[src/rtl/dlg_params.svh]
// Register pointers, field positions, reset values and encodings
`ifndef DLG_PARAMS_SVH
`define DLG_PARAMS_SVH

`define DLG_PTR_W          4
`define DLG_PTR_DAC_SEL    4'h5
`define DLG_PTR_POLICY     4'h7
`define DLG_PTR_OUT_SEL    4'h8
`define DLG_PTR_DRIVE      4'h9
`define DLG_PTR_IN_SEL     4'ha

`define DLG_POLICY_LSB     0
`define DLG_POLICY_MSB     1
`define DLG_PIN_MSB        7

`define DLG_RST_WORD       16'h0000
`define DLG_RST_PINS       8'h00
`define DLG_RST_POLICY     2'h0

`define DLG_POL_IMMEDIATE  2'h0
`define DLG_POL_HOLD       2'h1
`define DLG_POL_ALL_AT_ONCE 2'h2

`endif

[src/rtl/dlg_pkg.sv]
// Shared types of the load policy and pin configuration register bank
package dlg_pkg;
  typedef logic [15:0] dlg_word_t;
  typedef logic [1:0]  dlg_policy_t;
  typedef logic [7:0]  dlg_pins_t;
  typedef logic [2:0]  dlg_chan_t;
  typedef logic [11:0] dlg_code_t;
endpackage

[src/rtl/dlg_regs.sv]
// Load policy and pin configuration registers with DAC input/output stores
//
// Behaviour
// - Policy 00: a channel input write also loads its DAC register at once.
// - Policy 01: channel writes update input registers only; outputs hold.
// - Writing policy 10 copies all input registers to DAC registers together.
// - Policy field is bits 1:0, read/write, resets to zero.
// - Output-select bit n set makes pin n a general-purpose output.
// - A cleared select bit has no effect; other registers decide.
// - Drive-level bit n sets output pin high (1) or low (0).
// - Input-select bit n set makes pin n a general-purpose input.
// - Bits 15:8 of pin registers read zero, ignore writes, reset 0x0000.
// - Analog-output select bit n makes pin n a DAC output.
`timescale 1ns/1ps
`default_nettype none
`include "dlg_params.svh"

module dlg_regs #(
  parameter int CHANNELS = 8,
  parameter int CODE_W   = 12
) (
  input  wire logic                  clk_i,          // System clock
  input  wire logic                  rst_i,          // Async reset, high
  input  wire logic                  reg_wr_i,       // Register write strobe
  input  wire logic                  reg_rd_i,       // Register read strobe
  input  wire logic [`DLG_PTR_W-1:0] reg_ptr_i,      // Register pointer
  input  wire logic [15:0]           reg_wdata_i,    // Register write data
  output logic      [15:0]           reg_rdata_o,    // Read data, registered
  output logic                       reg_rvalid_o,   // Read data valid pulse
  input  wire logic                  dac_wr_i,       // Channel input write
  input  wire logic [2:0]            dac_ch_i,       // Channel number
  input  wire logic [CODE_W-1:0]     dac_data_i,     // Channel code
  output logic [CHANNELS*CODE_W-1:0] dac_value_o,    // DAC registers, flat
  output logic [CHANNELS*CODE_W-1:0] dac_input_o,    // Input registers, flat
  output logic                       load_converter_strobe_o, // Outputs moved
  output logic [CHANNELS-1:0]        dac_pin_en_o,   // Pin is DAC output
  output logic [CHANNELS-1:0]        gpio_oe_o,      // Pin driven as output
  output logic [CHANNELS-1:0]        gpio_out_o,     // Pin drive level
  output logic [CHANNELS-1:0]        gpio_ie_o       // Pin sampled as input
);

  // Register file state
  dlg_pkg::dlg_policy_t policy_q;
  logic [CHANNELS-1:0]  dac_sel_q;
  logic [CHANNELS-1:0]  out_sel_q;
  logic [CHANNELS-1:0]  drive_q;
  logic [CHANNELS-1:0]  in_sel_q;
  logic [CODE_W-1:0]    input_q [CHANNELS];
  logic [CODE_W-1:0]    dac_q   [CHANNELS];
  logic                 strobe_q;
  logic [15:0]          rdata_q;
  logic                 rvalid_q;

  // Address decode of the register pointer
  wire logic wr_policy  = reg_wr_i && (reg_ptr_i == `DLG_PTR_POLICY);
  wire logic wr_dac_sel = reg_wr_i && (reg_ptr_i == `DLG_PTR_DAC_SEL);
  wire logic wr_out_sel = reg_wr_i && (reg_ptr_i == `DLG_PTR_OUT_SEL);
  wire logic wr_drive   = reg_wr_i && (reg_ptr_i == `DLG_PTR_DRIVE);
  wire logic wr_in_sel  = reg_wr_i && (reg_ptr_i == `DLG_PTR_IN_SEL);

  // Load decisions; codes 01 and 11 both fall into hold
  wire logic xfer_all  = wr_policy &&
    (reg_wdata_i[`DLG_POLICY_MSB:`DLG_POLICY_LSB] == `DLG_POL_ALL_AT_ONCE);
  wire logic immediate = dac_wr_i && (policy_q == `DLG_POL_IMMEDIATE);
  wire logic dac_moves = xfer_all || immediate;

  // Read mux; upper bits stay zero so reserved fields read back clean
  logic [15:0] rd_mux;
  always_comb begin
    rd_mux = `DLG_RST_WORD;
    case (reg_ptr_i)
      `DLG_PTR_POLICY:  rd_mux[`DLG_POLICY_MSB:`DLG_POLICY_LSB] = policy_q;
      `DLG_PTR_DAC_SEL: rd_mux[`DLG_PIN_MSB:0] = dac_sel_q;
      `DLG_PTR_OUT_SEL: rd_mux[`DLG_PIN_MSB:0] = out_sel_q;
      `DLG_PTR_DRIVE:   rd_mux[`DLG_PIN_MSB:0] = drive_q;
      `DLG_PTR_IN_SEL:  rd_mux[`DLG_PIN_MSB:0] = in_sel_q;
      default:          rd_mux = `DLG_RST_WORD;
    endcase
  end

  // Configuration registers; pin registers store only bits 7:0 and policy only bits 1:0, the rest are dropped
  always_ff @(posedge clk_i or posedge rst_i) begin
    if (rst_i) begin
      policy_q  <= `DLG_RST_POLICY;
      dac_sel_q <= `DLG_RST_PINS;
      out_sel_q <= `DLG_RST_PINS;
      drive_q   <= `DLG_RST_PINS;
      in_sel_q  <= `DLG_RST_PINS;
    end else begin
      if (wr_policy)
        policy_q <= reg_wdata_i[`DLG_POLICY_MSB:`DLG_POLICY_LSB];
      if (wr_dac_sel)
        dac_sel_q <= reg_wdata_i[`DLG_PIN_MSB:0];
      if (wr_out_sel)
        out_sel_q <= reg_wdata_i[`DLG_PIN_MSB:0];
      if (wr_drive)
        drive_q <= reg_wdata_i[`DLG_PIN_MSB:0];
      if (wr_in_sel)
        in_sel_q <= reg_wdata_i[`DLG_PIN_MSB:0];
    end
  end

  // Registered read port, one cycle after the strobe
  always_ff @(posedge clk_i or posedge rst_i) begin
    if (rst_i) begin
      rdata_q  <= `DLG_RST_WORD;
      rvalid_q <= 1'b0;
    end else begin
      rvalid_q <= reg_rd_i;
      if (reg_rd_i)
        rdata_q <= rd_mux;
    end
  end

  // Strobe marks the cycle after any DAC register update
  always_ff @(posedge clk_i or posedge rst_i) begin
    if (rst_i)
      strobe_q <= 1'b0;
    else
      strobe_q <= dac_moves;
  end

  // Per-channel input and DAC registers
  for (genvar c = 0; c < CHANNELS; c++) begin : g_chan
    // Size cast keeps the genvar compare legal where part-selects are not
    wire logic hit = dac_wr_i && (dac_ch_i == 3'(c));
    // A transfer takes the old input value even if the same channel
    // is written in that cycle; the fresh code waits for the next load
    always_ff @(posedge clk_i or posedge rst_i) begin
      if (rst_i) begin
        input_q[c] <= '0;
        dac_q[c]   <= '0;
      end else begin
        if (hit)
          input_q[c] <= dac_data_i;
        if (xfer_all)
          dac_q[c] <= input_q[c];
        else if (hit && immediate)
          dac_q[c] <= dac_data_i;
      end
    end
    assign dac_value_o[c*CODE_W +: CODE_W] = dac_q[c];
    assign dac_input_o[c*CODE_W +: CODE_W] = input_q[c];
  end

  // Pin function outputs; a cleared bit simply asserts nothing here
  assign dac_pin_en_o = dac_sel_q;
  assign gpio_oe_o    = out_sel_q;
  assign gpio_out_o   = drive_q;
  assign gpio_ie_o    = in_sel_q;
  assign load_converter_strobe_o = strobe_q;
  assign reg_rdata_o  = rdata_q;
  assign reg_rvalid_o = rvalid_q;
endmodule // dlg_regs
`default_nettype wire

[config.mk]
export PLATFORM = sky130hd
export DESIGN_NAME = dlg_regs
export DESIGN_NICKNAME = d
export VERILOG_FILES = /design/src/rtl/dlg_pkg.sv /design/src/rtl/dlg_regs.sv
export VERILOG_INCLUDE_DIRS = /design/src /design/src/rtl
export SDC_FILE = /design/constraint.sdc
export NUM_CORES = 1
export LEC_CHECK = 0
export BUFFER_PORTS_ARGS = -buffer_cell sky130_fd_sc_hd__buf_2
export CAP_MARGIN = 20
export CORE_UTILIZATION = 28
export CTS_BUF_LIST = sky130_fd_sc_hd__clkbuf_8
export CTS_CLUSTER_DIAMETER = 40
export DETAILED_ROUTE_END_ITERATION = 10
export PLACE_DENSITY = 0.49
export RECOVER_POWER = 50
export SKIP_CTS_REPAIR_TIMING = 1
export SYNTH_ARGS = -nofsm -noshare
export SYNTH_HDL_FRONTEND = slang
export SYNTH_SLANG_ARGS = --single-unit
[constraint.sdc]
create_clock -name clk_i -period 21 [get_ports clk_i]
set_input_delay 6.3 -clock clk_i [delete_from_list [all_inputs] [get_ports clk_i]]
set_output_delay 6.3 -clock clk_i [all_outputs]
set_load 0.01 [all_outputs]
# Word-level counts from Yosys, hierarchy flattened

Index checks and enable logic that the tools add are counted.

Logic and storage cells: 89
Output and inout bits: 242
Input bits: 40
Flip-flop bits (word level): 236

Equal/unequal tests: 13
Reductions and logical operators: 34
Mux-type cells: 18

Operator list:

| cell                                                            | count |
|---|---|
| 12-bit 2-to-1 mux                                               | 16 |
| 6-bit case mux with 4 select lines                              | 1 |
| 1-bit logical AND                                               | 23 |
| 2-bit nonzero test                                              | 8 |
| 3-bit == test, second input constant                            | 4 |
| 4-bit == test, second input constant                            | 3 |
| 2-bit case mux with 5 select lines                              | 1 |
| 4-bit by 3-bit == test with 1-bit output, second input constant | 2 |
| 3-bit by 2-bit == test with 1-bit output, second input constant | 2 |
| 3-bit by 1-bit == test with 1-bit output, second input constant | 1 |
| 3-bit zero test                                                 | 1 |
| 2-bit == test, second input constant                            | 1 |
| 2-bit zero test                                                 | 1 |
| 1-bit logical OR                                                | 1 |

# Longest topological paths before layout

Gate-level depths: netlist of the first run.

Depth after elaboration: 5
Depth in mapped cells: 7

# Worst setup path after synthesis of the first run

OpenSTA, ideal clock, no wires.

Path type: input -> register
Start: input port dac_wr_i
End: register dac_q, in the netlist dac_value_o[86]
Data arrival time: 7.420 ns
Slack: 13.443 ns
Stages on the path: 7
Setup time: 0.137 ns
Buffers on the path: 3
Required time: 20.863 ns
Path through: buf_2 > nand4_1 > or3_1 > clkbuf_1 > buf_6 > mux2i_1 > a21oi_1

Cells in the longest elaborated chain, start to end: 3

RTL lines:

| what                                 | line                            | text |
|---|---|---|
| from (decl)                          | dlg_regs.sv:30                  | `input wire logic dac_wr_i,` |
| 1-bit logical AND (on tied branches) | dlg_regs.sv:126, dlg_regs.sv:64 |  |
| 1-bit logical AND *                  | dlg_regs.sv:138                 | `else if (hit && immediate)` |
| 2-bit nonzero test (no line) *       | n/a                             |  |
| to (signal, indexed assignment)      | dlg_regs.sv:137                 | `dac_q[c] <= input_q[c];` |
| to (signal, indexed assignment)      | dlg_regs.sv:139                 | `dac_q[c] <= dac_data_i;` |
| to (decl)                            | dlg_regs.sv:49                  | `logic [CODE_W-1:0] dac_q [CHANNELS];` |

Mark *: on every way between the ends. The rest lies on a longest branch, timed or not.
A chain may end at the register's enable or synchronous reset.

==> summary.txt, run 1 <==
CTS
  – Root Driver: clkbuf_8
  – Clock Sinks: 236
  – Total CTS buffers: slightly below 50
  – H-tree depth: 2
  – Clock latency on the worst-skew pair: 620 ps
  – Clk pin slew, worst setup/hold paths: roughly 60 ps
  – Clock buffer depth: 3
  – CTS tree: yes

Global route
  – Vias in the first global route: 7141
  – Global route hottest layer: met2
  – Met1 usage: ~22%
  – Global-route wire length before repair: 46620 um
  – Met2 Resource Use GR: a little over a quarter
  – Met3 usage: 4.878%
  – Total global-route track usage: about 17%
  – Grt total ovfl: 0
  – Largest net degree at the start of global routing: roughly 110
  – Initial antenna violation count: 2

STA
  – Worst hold slack: ~520 ps
  – Setup violators final: 0
  – Fin Clk Skew: between 40 and 50 ps
  – RSZ-0062 raised after global routing: false
  – Period utilization: between 50% and 60%
  – Slew HR: -249.5%
  – Max-slew violation count: 182
  – Final worst slack: ~9200 ps
  – Peak Freq: around 85 MHz
  – TNS Setup: 0 ps
  – Worst-Margin Slew: 5214 ps
  – Final hold vios: 0
  – Crit path time final: around 12000 ps

Floorplanning
  – IO Count: 282
  – Core area: 35570 sq um
  – Die Ht: 191.9 um
  – Die Area: between 30000 and 40000 sq um
  – FP Rows: 69
  – Initial Util: around 28%
  – Die width: ~190 um

Pwr
  – Net Sw Frac: 31.52%
  – Net Sw Power: between 0.0004 and 0.0005 W
  – Flop pwr share: between 40% and 50%
  – Lkg Pwr: 6.375 nW
  – Peak supply drop: 0.05080 mV
  – Comb pwr share: roughly 22%
  – PD cells: between 100 and 150 nW/um^2
  – Clock power frac: a little over a third
  – Internal: about 0.0010 W

Layout
  – Most common cell after layout, fill and taps aside: dfrtp_1
  – Final Util: a little over a third
  – Nets@finish: approximately 1100
  – Area Growth Syn to Fin: 25.70%
  – Most frequent cells in the layout: dfrtp_1 (236), buf_2 (178), mux2_2 (130)
  – Layout cells sized above 1: between 30% and 40%

Worst setup path
  – Family with the most delay on the worst path: buffers and inverters
  – Depth of the most critical reg-to-reg path: 4
  – Crit path kind: input port to async pin
  – CP startpoint kind: input port
  – Slowest-stage cell, CP: clkinvlp_2
  – CP max stage delay: 2880 ps
  – CP arrival: about 12000 ps
  – R2R setup slack: 18910 ps
  – Max FO, Critical Path: about 110
  – Critical path buffer and inverter count: 3
  – Reg-to-reg endpoint: dac_value_o[5]
  – CP required: around 21000 ps
  – CP Cell Sequence: buf_2 > clkinvlp_2 > clkbuf_1
  – CP endpoint kind: async pin
  – Reg-to-Reg Start: policy_q[1]

Yosys
  – Sequential share of the synthesized area: 58.46%
  – Post-synth top flop: dfrtp_1
  – Syn. warnings: 0
  – Asr flop ratio synth: between 90% and 100%
  – Synthesis-stage register bit count: ~240
  – Mapped Area: 10100 sq um
  – Mean Syn Cell Area: approximately 13 sq um
  – EDFF count, synth: 0
  – Library cells used by synthesis: 35
  – Syn Inst Count: ~810

Run status
  – Status: finished with violations
  – Violated checks: capacitance limit, slew limit

Routing
  – First-pass detailed-route iteration total: 5
  – Routed WL: about 31000 um
  – DRT iter0 DRCs: about 330
  – Via density: 4.604
  – WL per Instance: ~20 um
  – Vias: 7219
  – ANT nets after route: 0
  – DRC: 0

Place
  – DPL Wire Length: 20330 um
  – Gpl congestion: 0.7563
  – IO Port Bufs: approximately 270
  – DP Worst Slack: about 12000 ps

Worst hold path
  – Hold wc startpoint: dac_input_o[14]
  – Hold Path End: dac_input_o[14]
  – HP Class: register to register
  – WHS Path Cells: 1

Run
  – Max_cap viols: 3
==> worst register-to-register path: stages, from the launching register on <==
cell and delay (ps):
dfrtp_1 430, nor2_1 410, nand2_1 610, mux2i_1 400, a21oi_1 100
==> how the worst max path moves through the flow <==
stage                startpoint         endpoint  slack [ps]  cells past startpoint
finish                    rst_i   dac_input_o[6]        9230                      3
global route              rst_i   dac_input_o[6]        7880                      3
CTS                 dac_ch_i[1]  dac_value_o[71]       12620                      5
detailed placement  dac_ch_i[1]  dac_value_o[66]       11950                      5
global placement    dac_ch_i[1]  dac_value_o[60]       11990                      5
floorplan                 rst_i   dac_input_o[0]        8230                      1
==> state kept, by name, summed over array words and instances (netlist names) <==
signal	flops
gpio_ie_o	8
gpio_out_o	8
reg_rdata_o	8
dac_pin_en_o	8
reg_rvalid_o	1
dac_input_o	96
policy_q	2
gpio_oe_o	8
load_converter_strobe_o	1
dac_value_o	96
==> metrics by stage <==
stage | cell area [sq um] | cells | power, W
after floorplan | 10130 | 814 | 0.0008189
after global placement | 11740 | 1477 | 0.0009866
after detailed placement | 11740 | 1477 | 0.0009938
after CTS | 12810 | 1565 | 0.001533
after global routing | 12700 | 1568 | 0.001583
final | 12700 | 1568 | 0.001496
==> layout make-up <==
type / count / area, sq um
Fill cell: 3641 / 22870
Sequential cell: 236 / 5906
Multi-Input combinational cell: 501 / 3840
Timing Repair Buffer: 271 / 1271
Clock buffer: 54 / 743.2
Tap cell: 461 / 576.8
Clock inverter: 34 / 321.6
Inverter: 9 / 35.03
Antenna cell: 2 / 5.005
==> cells by family (layout without fill, tap and decap cells) <==
family,count (synthesis),after routing,synth area share (%)
muxes,232,232,24.60
buffers and inverters,77,368,3.728
AOI/OAI and AO/OA,125,125,6.911
DFF,236,236,58.46
and+or+nand+nor,136,136,6.267
other,1,10,0.03712
==> synth_stat cells (all sizes together), types with 3 or more instances <==
| cell type | count | area share, % |
|---|---|---|
| inv | 9 | 0.33 |
| nand4b | 3 | 0.26 |
| mux2 | 130 | 14 |
| nor2 | 99 | 3.7 |
| and3 | 3 | 0.19 |
| clkbuf | 25 | 0.93 |
| or3 | 3 | 0.19 |
| nor2b | 4 | 0.25 |
| dfrtp | 236 | 58 |
| o22ai | 8 | 0.50 |
| nand2b | 4 | 0.25 |
| o22a | 6 | 0.52 |
| mux2i | 102 | 10 |
| nand2 | 8 | 0.30 |
| buf | 43 | 2.5 |
| a21oi | 97 | 4.8 |
| a22oi | 6 | 0.45 |
| and4bb | 3 | 0.37 |
==> per-layer routing <==
| layer | share of wire (%) | vias up |
|---|---|---|
| met2 | 46 | 217 |
| met4 | 2.4 | 0 |
| met3 | 7.0 | 47 |
| met1 | 44 | 3582 |
| li1 | - | 3373 |
| met5 | 0 | - |
==> power by group through the flow <==
stage	Sequential (W)	Combinational, W	Clock, W
2_1_floorplan	0.000687	0.000132	0
3_3_place_gp	0.000636	0.000351	0
3_5_place_dp	0.000641	0.000352	0
4_1_cts	0.000634	0.000353	0.000545
5_1_grt	0.000651	0.000367	0.000566
6_report	0.000635	0.000335	0.000527
Power figures use the tool's default switching activity.
==> run 2, diff against run 1 <==
--- a/config.mk
+++ b/config.mk
@@ -6,13 +6,14 @@
 export SDC_FILE = /design/constraint.sdc
 export NUM_CORES = 1
 export LEC_CHECK = 0
+export ABC_AREA = 1
 export BUFFER_PORTS_ARGS = -buffer_cell sky130_fd_sc_hd__buf_2
 export CAP_MARGIN = 20
 export CORE_UTILIZATION = 28
 export CTS_BUF_LIST = sky130_fd_sc_hd__clkbuf_8
 export CTS_CLUSTER_DIAMETER = 40
 export DETAILED_ROUTE_END_ITERATION = 10
-export PLACE_DENSITY = 0.49
+export PLACE_DENSITY = 0.51
 export RECOVER_POWER = 50
 export SKIP_CTS_REPAIR_TIMING = 1
 export SYNTH_ARGS = -nofsm -noshare
==> constraint.sdc (replaced) <==
create_clock -name clk_i -period 10.6 [get_ports clk_i]
set_input_delay 3.18 -clock clk_i [delete_from_list [all_inputs] [get_ports clk_i]]
set_output_delay 3.18 -clock clk_i [all_outputs]
set_load 0.01 [all_outputs]
==> run 2 against run 1 <==
Against the previous run: the run still ends with capacitance limit, slew limit left; sequential share of layout area decreased by 0.89 points; non-clock buffer count grew 6; combinational power increased by 71%; first-iteration DRC count up 130%; clock-buffer cell count is 6 higher; clock skew down 18 ps; clock power grew 97%; utilization increased by 0.43 points.
==> summary.txt, run 2 <==
CTS
  – Root Driver: clkbuf_8 (unchanged)
  – H-tree depth: 2 (unchanged)
  – Clock Sinks: 236 (unchanged)
  – Clock buffer depth: 3 (unchanged)
  – Clk pin slew, worst setup/hold paths: 60 ps (about the same)
  – Clock latency on the worst-skew pair: 570 ps (was 620 ps)
  – Total CTS buffers: 47 (was 49)
  – CTS tree: yes (unchanged)

Worst setup path
  – Crit path kind: input port to register (was input port to async pin)
  – CP required: 11030 ps (was 20980 ps)
  – Reg-to-reg endpoint: dac_value_o[95] (was dac_value_o[5])
  – R2R setup slack: 8530 ps (was 18910 ps)
  – End of the critical path: dac_value_o[95] (was dac_input_o[6])
  – CP endpoint kind: register (was async pin)
  – Crit. Startpoint: reg_ptr_i[1] (was rst_i)
  – Depth of the most critical reg-to-reg path: 7 (was 4)
  – CP startpoint kind: input port (unchanged)
  – Max FO, Critical Path: 49 (was 111)
  – CP arrival: 8210 ps (was 11760 ps)
  – Reg-to-Reg Start: policy_q[1] (unchanged)

Yosys
  – List of most frequent post-synthesis cells: nand2_1 (561), dfrtp_1 (236), o21ai_0 (111), nand4_1 (102), inv_1 (42) (was dfrtp_1 (236), mux2_2 (130), mux2i_1 (102), nor2_1 (98), a21oi_1 (97))
  – Asr flop ratio synth: 100.0% (unchanged)
  – Post-synth top area cell: dfrtp_1 (unchanged)
  – Mean Syn Cell Area: 8.301 sq um (was 12.52 sq um)
  – Most frequent cell after synthesis: nand2_1 (was dfrtp_1)
  – Syn Inst Count: 1238 (was 807)
  – Library cells used by synthesis: 22 (was 35)
  – EDFF count, synth: 0 (unchanged)
  – Top cells by area, synth: dfrtp_1 (57%), nand2_1 (20%), nand4_1 (6.2%), o21ai_0 (5.4%), nand3_1 (1.8%) (was dfrtp_1 (58%), mux2_2 (14%), mux2i_1 (10%), a21oi_1 (4.8%), nor2_1 (3.6%))
  – Post-synth top flop: dfrtp_1 (unchanged)
  – Mapped Area: 10280 sq um (was 10100 sq um)
  – Yosys top cell area share: 57.47% (was 58.46%)
  – Synthesis-stage register bit count: 236 (unchanged)
  – Sequential share of the synthesized area: 57.47% (was 58.46%)
  – Syn. warnings: 0 (unchanged)

Pwr
  – Comb pwr share: 20.2% (was 22.4%)
  – PD cells: 219.4 nW/um^2 (was 117.8 nW/um^2)
  – Internal: 0.001919 W (was 0.001025 W)
  – Clock power frac: 36.8% (was 35.2%)
  – Peak supply drop: 0.1039 mV (was 0.05080 mV)
  – Lkg Pwr: 6.779 nW (was 6.375 nW)
  – Net Sw Power: 0.0009200 W (was 0.0004716 W)
  – Flop pwr share: 43.0% (was 42.4%)
  – Net Sw Frac: 32.40% (was 31.52%)

Layout
  – Fillers: 3840 (was 3641)
  – Area Growth Syn to Fin: 25.97% (was 25.70%)
  – Multi-input gate area: 3834 sq um (was 3840 sq um)
  – Nets@finish: 1530 (was 1108)
  – Layout cells sized above 1: 19.63% (was 35.11%)
  – Most frequent cells in the layout: nand2_1 (561), dfrtp_1 (236), buf_2 (195) (was dfrtp_1 (236), buf_2 (178), mux2_2 (130))
  – Layout Cells excl Fill: 1986 (was 1568)
  – Reg area: 5906 sq um (unchanged)
  – Most common cell after layout, fill and taps aside: nand2_1 (was dfrtp_1)
  – Finished Cell Area: 12940 sq um (was 12700 sq um)

Global route
  – Total global-route track usage: 21.05% (was 17.02%)
  – Vias in the first global route: 9216 (was 7141)
  – Largest net degree at the start of global routing: 99 (was 114)
  – Global-route wire length before repair: 59510 um (was 46620 um)
  – Initial antenna violation count: 4 (was 2)
  – Grt total ovfl: 0 (unchanged)

Place
  – DPL Wire Length: 25320 um (was 20330 um)
  – DP Worst Slack: 3832 ps (was 11950 ps)
  – Placed insts: 1898 (was 1477)
  – Post-DP Area: 11910 sq um (was 11740 sq um)
  – IO Port Bufs: 265 (unchanged)
  – Gpl congestion: 0.7938 (was 0.7563)

Floorplanning
  – FP Rows: 69 (unchanged)
  – Core area: 35830 sq um (was 35570 sq um)
  – Die Ht: 193.6 um (was 191.9 um)
  – Initial Util: 28.68% (was 28.40%)
  – IO Count: 282 (unchanged)
  – Die Area: 37470 sq um (was 36840 sq um)
  – Die width: 193.6 um (was 191.9 um)

STA
  – TNS Setup: 0 ps (unchanged)
  – Worst-Margin Slew: 4290 ps (was 5214 ps)
  – Slew HR: -187.5% (was -249.5%)
  – Max-slew violation count: 143 (was 182)
  – Final worst slack: 2816 ps (was 9229 ps)
  – Peak Freq: approximately 130 MHz
  – Fin Clk Skew: 26.24 ps (was 44.51 ps)
  – Crit path time final: ~7800 ps
  – Period utilization: roughly three quarters
  – Final hold vios: 0 (unchanged)
  – Setup violators final: 0 (unchanged)
  – RSZ-0062 raised after global routing: false (unchanged)

Routing
  – Via density: 4.807 (was 4.604)
  – First-pass detailed-route iteration total: 5 (unchanged)
  – DRC: 0 (unchanged)
  – ANT nets after route: 0 (unchanged)
  – DRT iter0 DRCs: 759 (was 327)
  – Vias: 9546 (was 7219)
  – WL per Instance: 19.98 um (was 19.91 um)
  – Routed WL: 39680 um (was 31220 um)

Run status
  – Status: finished with violations (unchanged)
  – Violated checks: capacitance limit, slew limit (unchanged)

Worst hold path
  – HP Class: register to register (unchanged)

Run
  – Max_cap viols: 2 (was 3)
[run 2: changes by cell type in the layout (fill, tap and decap cells not counted), sizes merged, moves of 69 or more]
cell,change
a21oi,-85
nand4,+100
nand2,+560
mux2i,-102
nor2,-69
o21ai,+109
mux2,-130
[run 2: metrics by stage]
stage                     hold WS (ps)  power, W  utilization [%]
after floorplan                  494.5  0.001505                -
after global placement           457.9  0.001816            33.24
after detailed placement         460.5  0.001824            33.24
after CTS                        476.5  0.002881            36.18
after global routing             492.9  0.002990            36.12
final                            473.0  0.002840            36.13
[run 2: critical path, cell delays in order]
cell and delay, ps:
clkbuf_1 160, nand2_1 140, nor2_4 110, clkbuf_1 1850, nand3_2 1300, nand2_1 840, inv_1 410, nand2_1 140
nand2_1 60
[run 2: area by class of cell]
cell class,instances,share of cell area [%]
sequential,236,45.62
clock buffer,60,6.379
antenna,2,0.03866
tap,461,4.456
inverter,50,1.460
multi-input combinational,878,29.62
clock inverter,22,1.778
timing repair buffer,277,10.65
[run 2: logic make-up after synthesis]
family / after synthesis / synth area share [%]
AOI/OAI and AO/OA: 131 / 6.575
and+or+nand+nor: 739 / 30.46
buffers and inverters: 131 / 5.455
DFF: 236 / 57.47
other: 1 / 0.03649
[run 2: worst min-delay path by stage]
| stage | depth (start not counted) | start | to |
|---|---|---|---|
| 2_1_floorplan | 2 | policy_q[1] | policy_q[1] |
| 5_1_grt | 2 | dac_value_o[38] | dac_value_o[38] |
| 3_5_place_dp | 2 | dac_value_o[73] | dac_value_o[73] |
| 3_3_place_gp | 2 | dac_value_o[15] | dac_value_o[15] |
| 6_report | 2 | dac_value_o[37] | dac_value_o[37] |
| 4_1_cts | 2 | dac_value_o[57] | dac_value_o[57] |
[run 2: power by group through the flow]
stage | Clock, W | Sequential, W | Combinational [W]
final | 0.00104 | 0.00122 | 0.000574
after global routing | 0.00111 | 0.00125 | 0.000635
after CTS | 0.00107 | 0.00122 | 0.000596
after detailed placement | 0 | 0.00123 | 0.000594
after global placement | 0 | 0.00123 | 0.000590
after floorplan | 0 | 0.00130 | 0.000205
[run 2: layer usage]
| layer | share of wire (%) | global-route usage, % | vias up | wire [um] |
|---|---|---|---|---|
| met1 | 44 | 28.56 | 4584 | 17630 |
| met4 | 2.7 | 7.200 | 4 | 1074 |
| met5 | 0.045 | 0 | - | 18 |
| li1 | - | - | 4523 | - |
| met2 | 45 | 32.12 | 358 | 17690 |
| met3 | 8.3 | 5.893 | 77 | 3280 |
==> run 3, diff against run 2 <==
--- a/config.mk
+++ b/config.mk
@@ -6,14 +6,14 @@
 export SDC_FILE = /design/constraint.sdc
 export NUM_CORES = 1
 export LEC_CHECK = 0
-export ABC_AREA = 1
+export ABC_AREA = 0
 export BUFFER_PORTS_ARGS = -buffer_cell sky130_fd_sc_hd__buf_2
 export CAP_MARGIN = 20
 export CORE_UTILIZATION = 28
 export CTS_BUF_LIST = sky130_fd_sc_hd__clkbuf_8
 export CTS_CLUSTER_DIAMETER = 40
 export DETAILED_ROUTE_END_ITERATION = 10
-export PLACE_DENSITY = 0.51
+export PLACE_DENSITY = 0.49
 export RECOVER_POWER = 50
 export SKIP_CTS_REPAIR_TIMING = 1
 export SYNTH_ARGS = -nofsm -noshare
==> constraint.sdc (replaced) <==
create_clock -name clk_i -period 7.7 [get_ports clk_i]
set_input_delay 2.31 -clock clk_i [delete_from_list [all_inputs] [get_ports clk_i]]
set_output_delay 2.31 -clock clk_i [all_outputs]
set_load 0.01 [all_outputs]
==> run 3 against run 2 <==
Against the previous run: clock-buffer cell count down 3; sequential power up 42%; first-iteration DRC count down 61%; the run still ends with capacitance limit, slew limit left; power up 37%; hold slack better by 52 ps; register-to-register slack worse by 2900 ps; non-clock buffer count down 8.
==> summary.txt, run 3 (same netlist as run 1, synthesis figures left out) <==
Run status
  – Status: finished with violations (unchanged)
  – Violated checks: capacitance limit, slew limit (unchanged)

STA
  – Final hold vios: 0 (unchanged)
  – Peak Freq: approximately 190 MHz
  – TNS Setup: 0 ps (unchanged)
  – Final worst slack: 2481 ps (was 2816 ps)
  – Period utilization: around two thirds
  – RSZ-0062 raised after global routing: false (unchanged)
  – Slew HR: -129.1% (was -187.5%)
  – Crit path time final: 5219 ps
  – Fin Clk Skew: 14.88 ps (was 26.24 ps)
  – Max-slew violation count: 61 (was 143)
  – Worst hold slack: 524.7 ps (was 473.0 ps)
  – Worst-Margin Slew: 3437 ps (was 4290 ps)
  – Setup violators final: 0 (unchanged)

Worst setup path
  – CP endpoint kind: async pin (was register)
  – Max FO, Critical Path: 61 (was 49)
  – R2R setup slack: 5610 ps (was 8530 ps)
  – CP arrival: 5850 ps (was 8210 ps)
  – CP startpoint kind: input port (unchanged)
  – Crit path kind: input port to async pin (was input port to register)
  – Depth of the most critical reg-to-reg path: 4 (was 7)
  – CP required: 8330 ps (was 11030 ps)

Global route
  – Total global-route track usage: 16.58% (was 21.05%)
  – Global-route wire length before repair: 44950 um (was 59510 um)
  – Vias in the first global route: 6792 (was 9216)
  – Initial antenna violation count: 1 (was 4)
  – Largest net degree at the start of global routing: 194 (was 99)
  – Grt total ovfl: 0 (unchanged)

Layout
  – Layout Cells excl Fill: 1559 (was 1986)
  – Layout cells sized above 1: 34.73% (was 19.63%)
  – Finished Cell Area: 12570 sq um (was 12940 sq um)
  – Most frequent cells in the layout: dfrtp_1 (236), buf_2 (177), mux2_2 (130) (was nand2_1 (561), dfrtp_1 (236), buf_2 (195))
  – Most common cell after layout, fill and taps aside: dfrtp_1 (was nand2_1)
  – Nets@finish: 1104 (was 1530)
  – Area Growth Syn to Fin: 24.40% (was 25.97%)

Pwr
  – Peak supply drop: 0.1624 mV (was 0.1039 mV)
  – PD cells: 308.9 nW/um^2 (was 219.4 nW/um^2)
  – Lkg Pwr: 6.320 nW (was 6.779 nW)

Place
  – DP Worst Slack: 2720 ps (was 3832 ps)
  – IO Port Bufs: 265 (unchanged)
  – Post-DP Area: 11760 sq um (was 11910 sq um)
  – Placed insts: 1476 (was 1898)
  – Gpl congestion: 0.7709 (was 0.7938)
  – DPL Wire Length: 19790 um (was 25320 um)

Floorplanning
  – Die Area: 36840 sq um (was 37470 sq um)
  – Die width: 191.9 um (was 193.6 um)
  – Die Ht: 191.9 um (was 193.6 um)
  – Core area: 35570 sq um (was 35830 sq um)
  – FP Rows: 69 (unchanged)
  – Initial Util: 28.40% (was 28.68%)
  – IO Count: 282 (unchanged)

CTS
  – Clock Sinks: 236 (unchanged)
  – Total CTS buffers: 47 (unchanged)
  – Clk pin slew, worst setup/hold paths: 50 ps (was 60 ps)
  – Root Driver: clkbuf_8 (unchanged)
  – H-tree depth: 2 (unchanged)
  – Clock latency on the worst-skew pair: 590 ps (was 570 ps)
  – Clock buffer depth: 3 (unchanged)
  – CTS tree: yes (unchanged)

Run
  – Max_cap viols: 1 (was 2)

Routing
  – Vias: 7182 (was 9546)
  – WL per Instance: 19.60 um (was 19.98 um)
  – First-pass detailed-route iteration total: 4 (was 5)
  – Routed WL: 30550 um (was 39680 um)
  – DRT iter0 DRCs: 298 (was 759)
  – ANT nets after route: 0 (unchanged)
  – Via density: 4.607 (was 4.807)
  – DRC: 0 (unchanged)

Worst hold path
  – WHS Path Cells: 1 (was 2)
  – HP Class: register to register (unchanged)
==> run 3: cell count changes in the layout (fill, tap and decap cells not counted), moves of 8 or more <==
cell,previous run,this run
nand2_1,561,8
mux2_2,0,130
o21ai_0,111,1
mux2i_1,0,102
nand4_1,102,2
a21oi_1,12,97
nor2_1,25,98
nand3_1,37,2
inv_1,51,23
buf_2,195,177
clkbuf_1,72,89
o22ai_1,0,8
==> run 3: metrics by stage <==
step / util (%) / power, W
after floorplan: - / 0.002234
after global placement: 33.05 / 0.002688
after detailed placement: 33.05 / 0.002706
after CTS: 35.64 / 0.003991
after global routing: 35.33 / 0.004122
final: 35.33 / 0.003882
==> run 3: area by class of cell <==
class	count	area [sq um]
Inverter	9	37.54
Multi-Input combinational cell	501	3855
Fill cell	3702	23000
Timing Repair Buffer	269	1267
Clock buffer	57	784.5
Antenna cell	1	2.502
Sequential cell	236	5906
Tap cell	461	576.8
Clock inverter	25	137.6
==> run 3: critical path, stage by stage <==
cell and delay (ps):
clkbuf_1 90, clkinvlp_4 60, clkbuf_1 2410, buf_4 910
==> run 3: report_power, final <==
| group | switching, W | internal, W |
|---|---|---|
| logic | 0.000501 | 0.000406 |
| clock network | 0.000546 | 0.000700 |
| registers | 0.000189 | 0.00154 |
==> run 3: final timing paths <==
check / from / end
setup / recovery: rst_i / dac_value_o[7]
max in group clk_i: dac_ch_i[1] / dac_value_o[95]
hold / removal: dac_input_o[59] / dac_input_o[59]
setup reg to reg: policy_q[1] / dac_value_o[28]
hold reg to reg: dac_input_o[59] / dac_input_o[59]
min in group asynchronous: rst_i / dac_value_o[64]
==> run 3: per-layer routing <==
metal  global-route usage [%]  wire [um]
met3                    4.933       2046
met4                    6.563        669
met5                        0          0
met2                    26.09      14570
met1                    21.22      13270
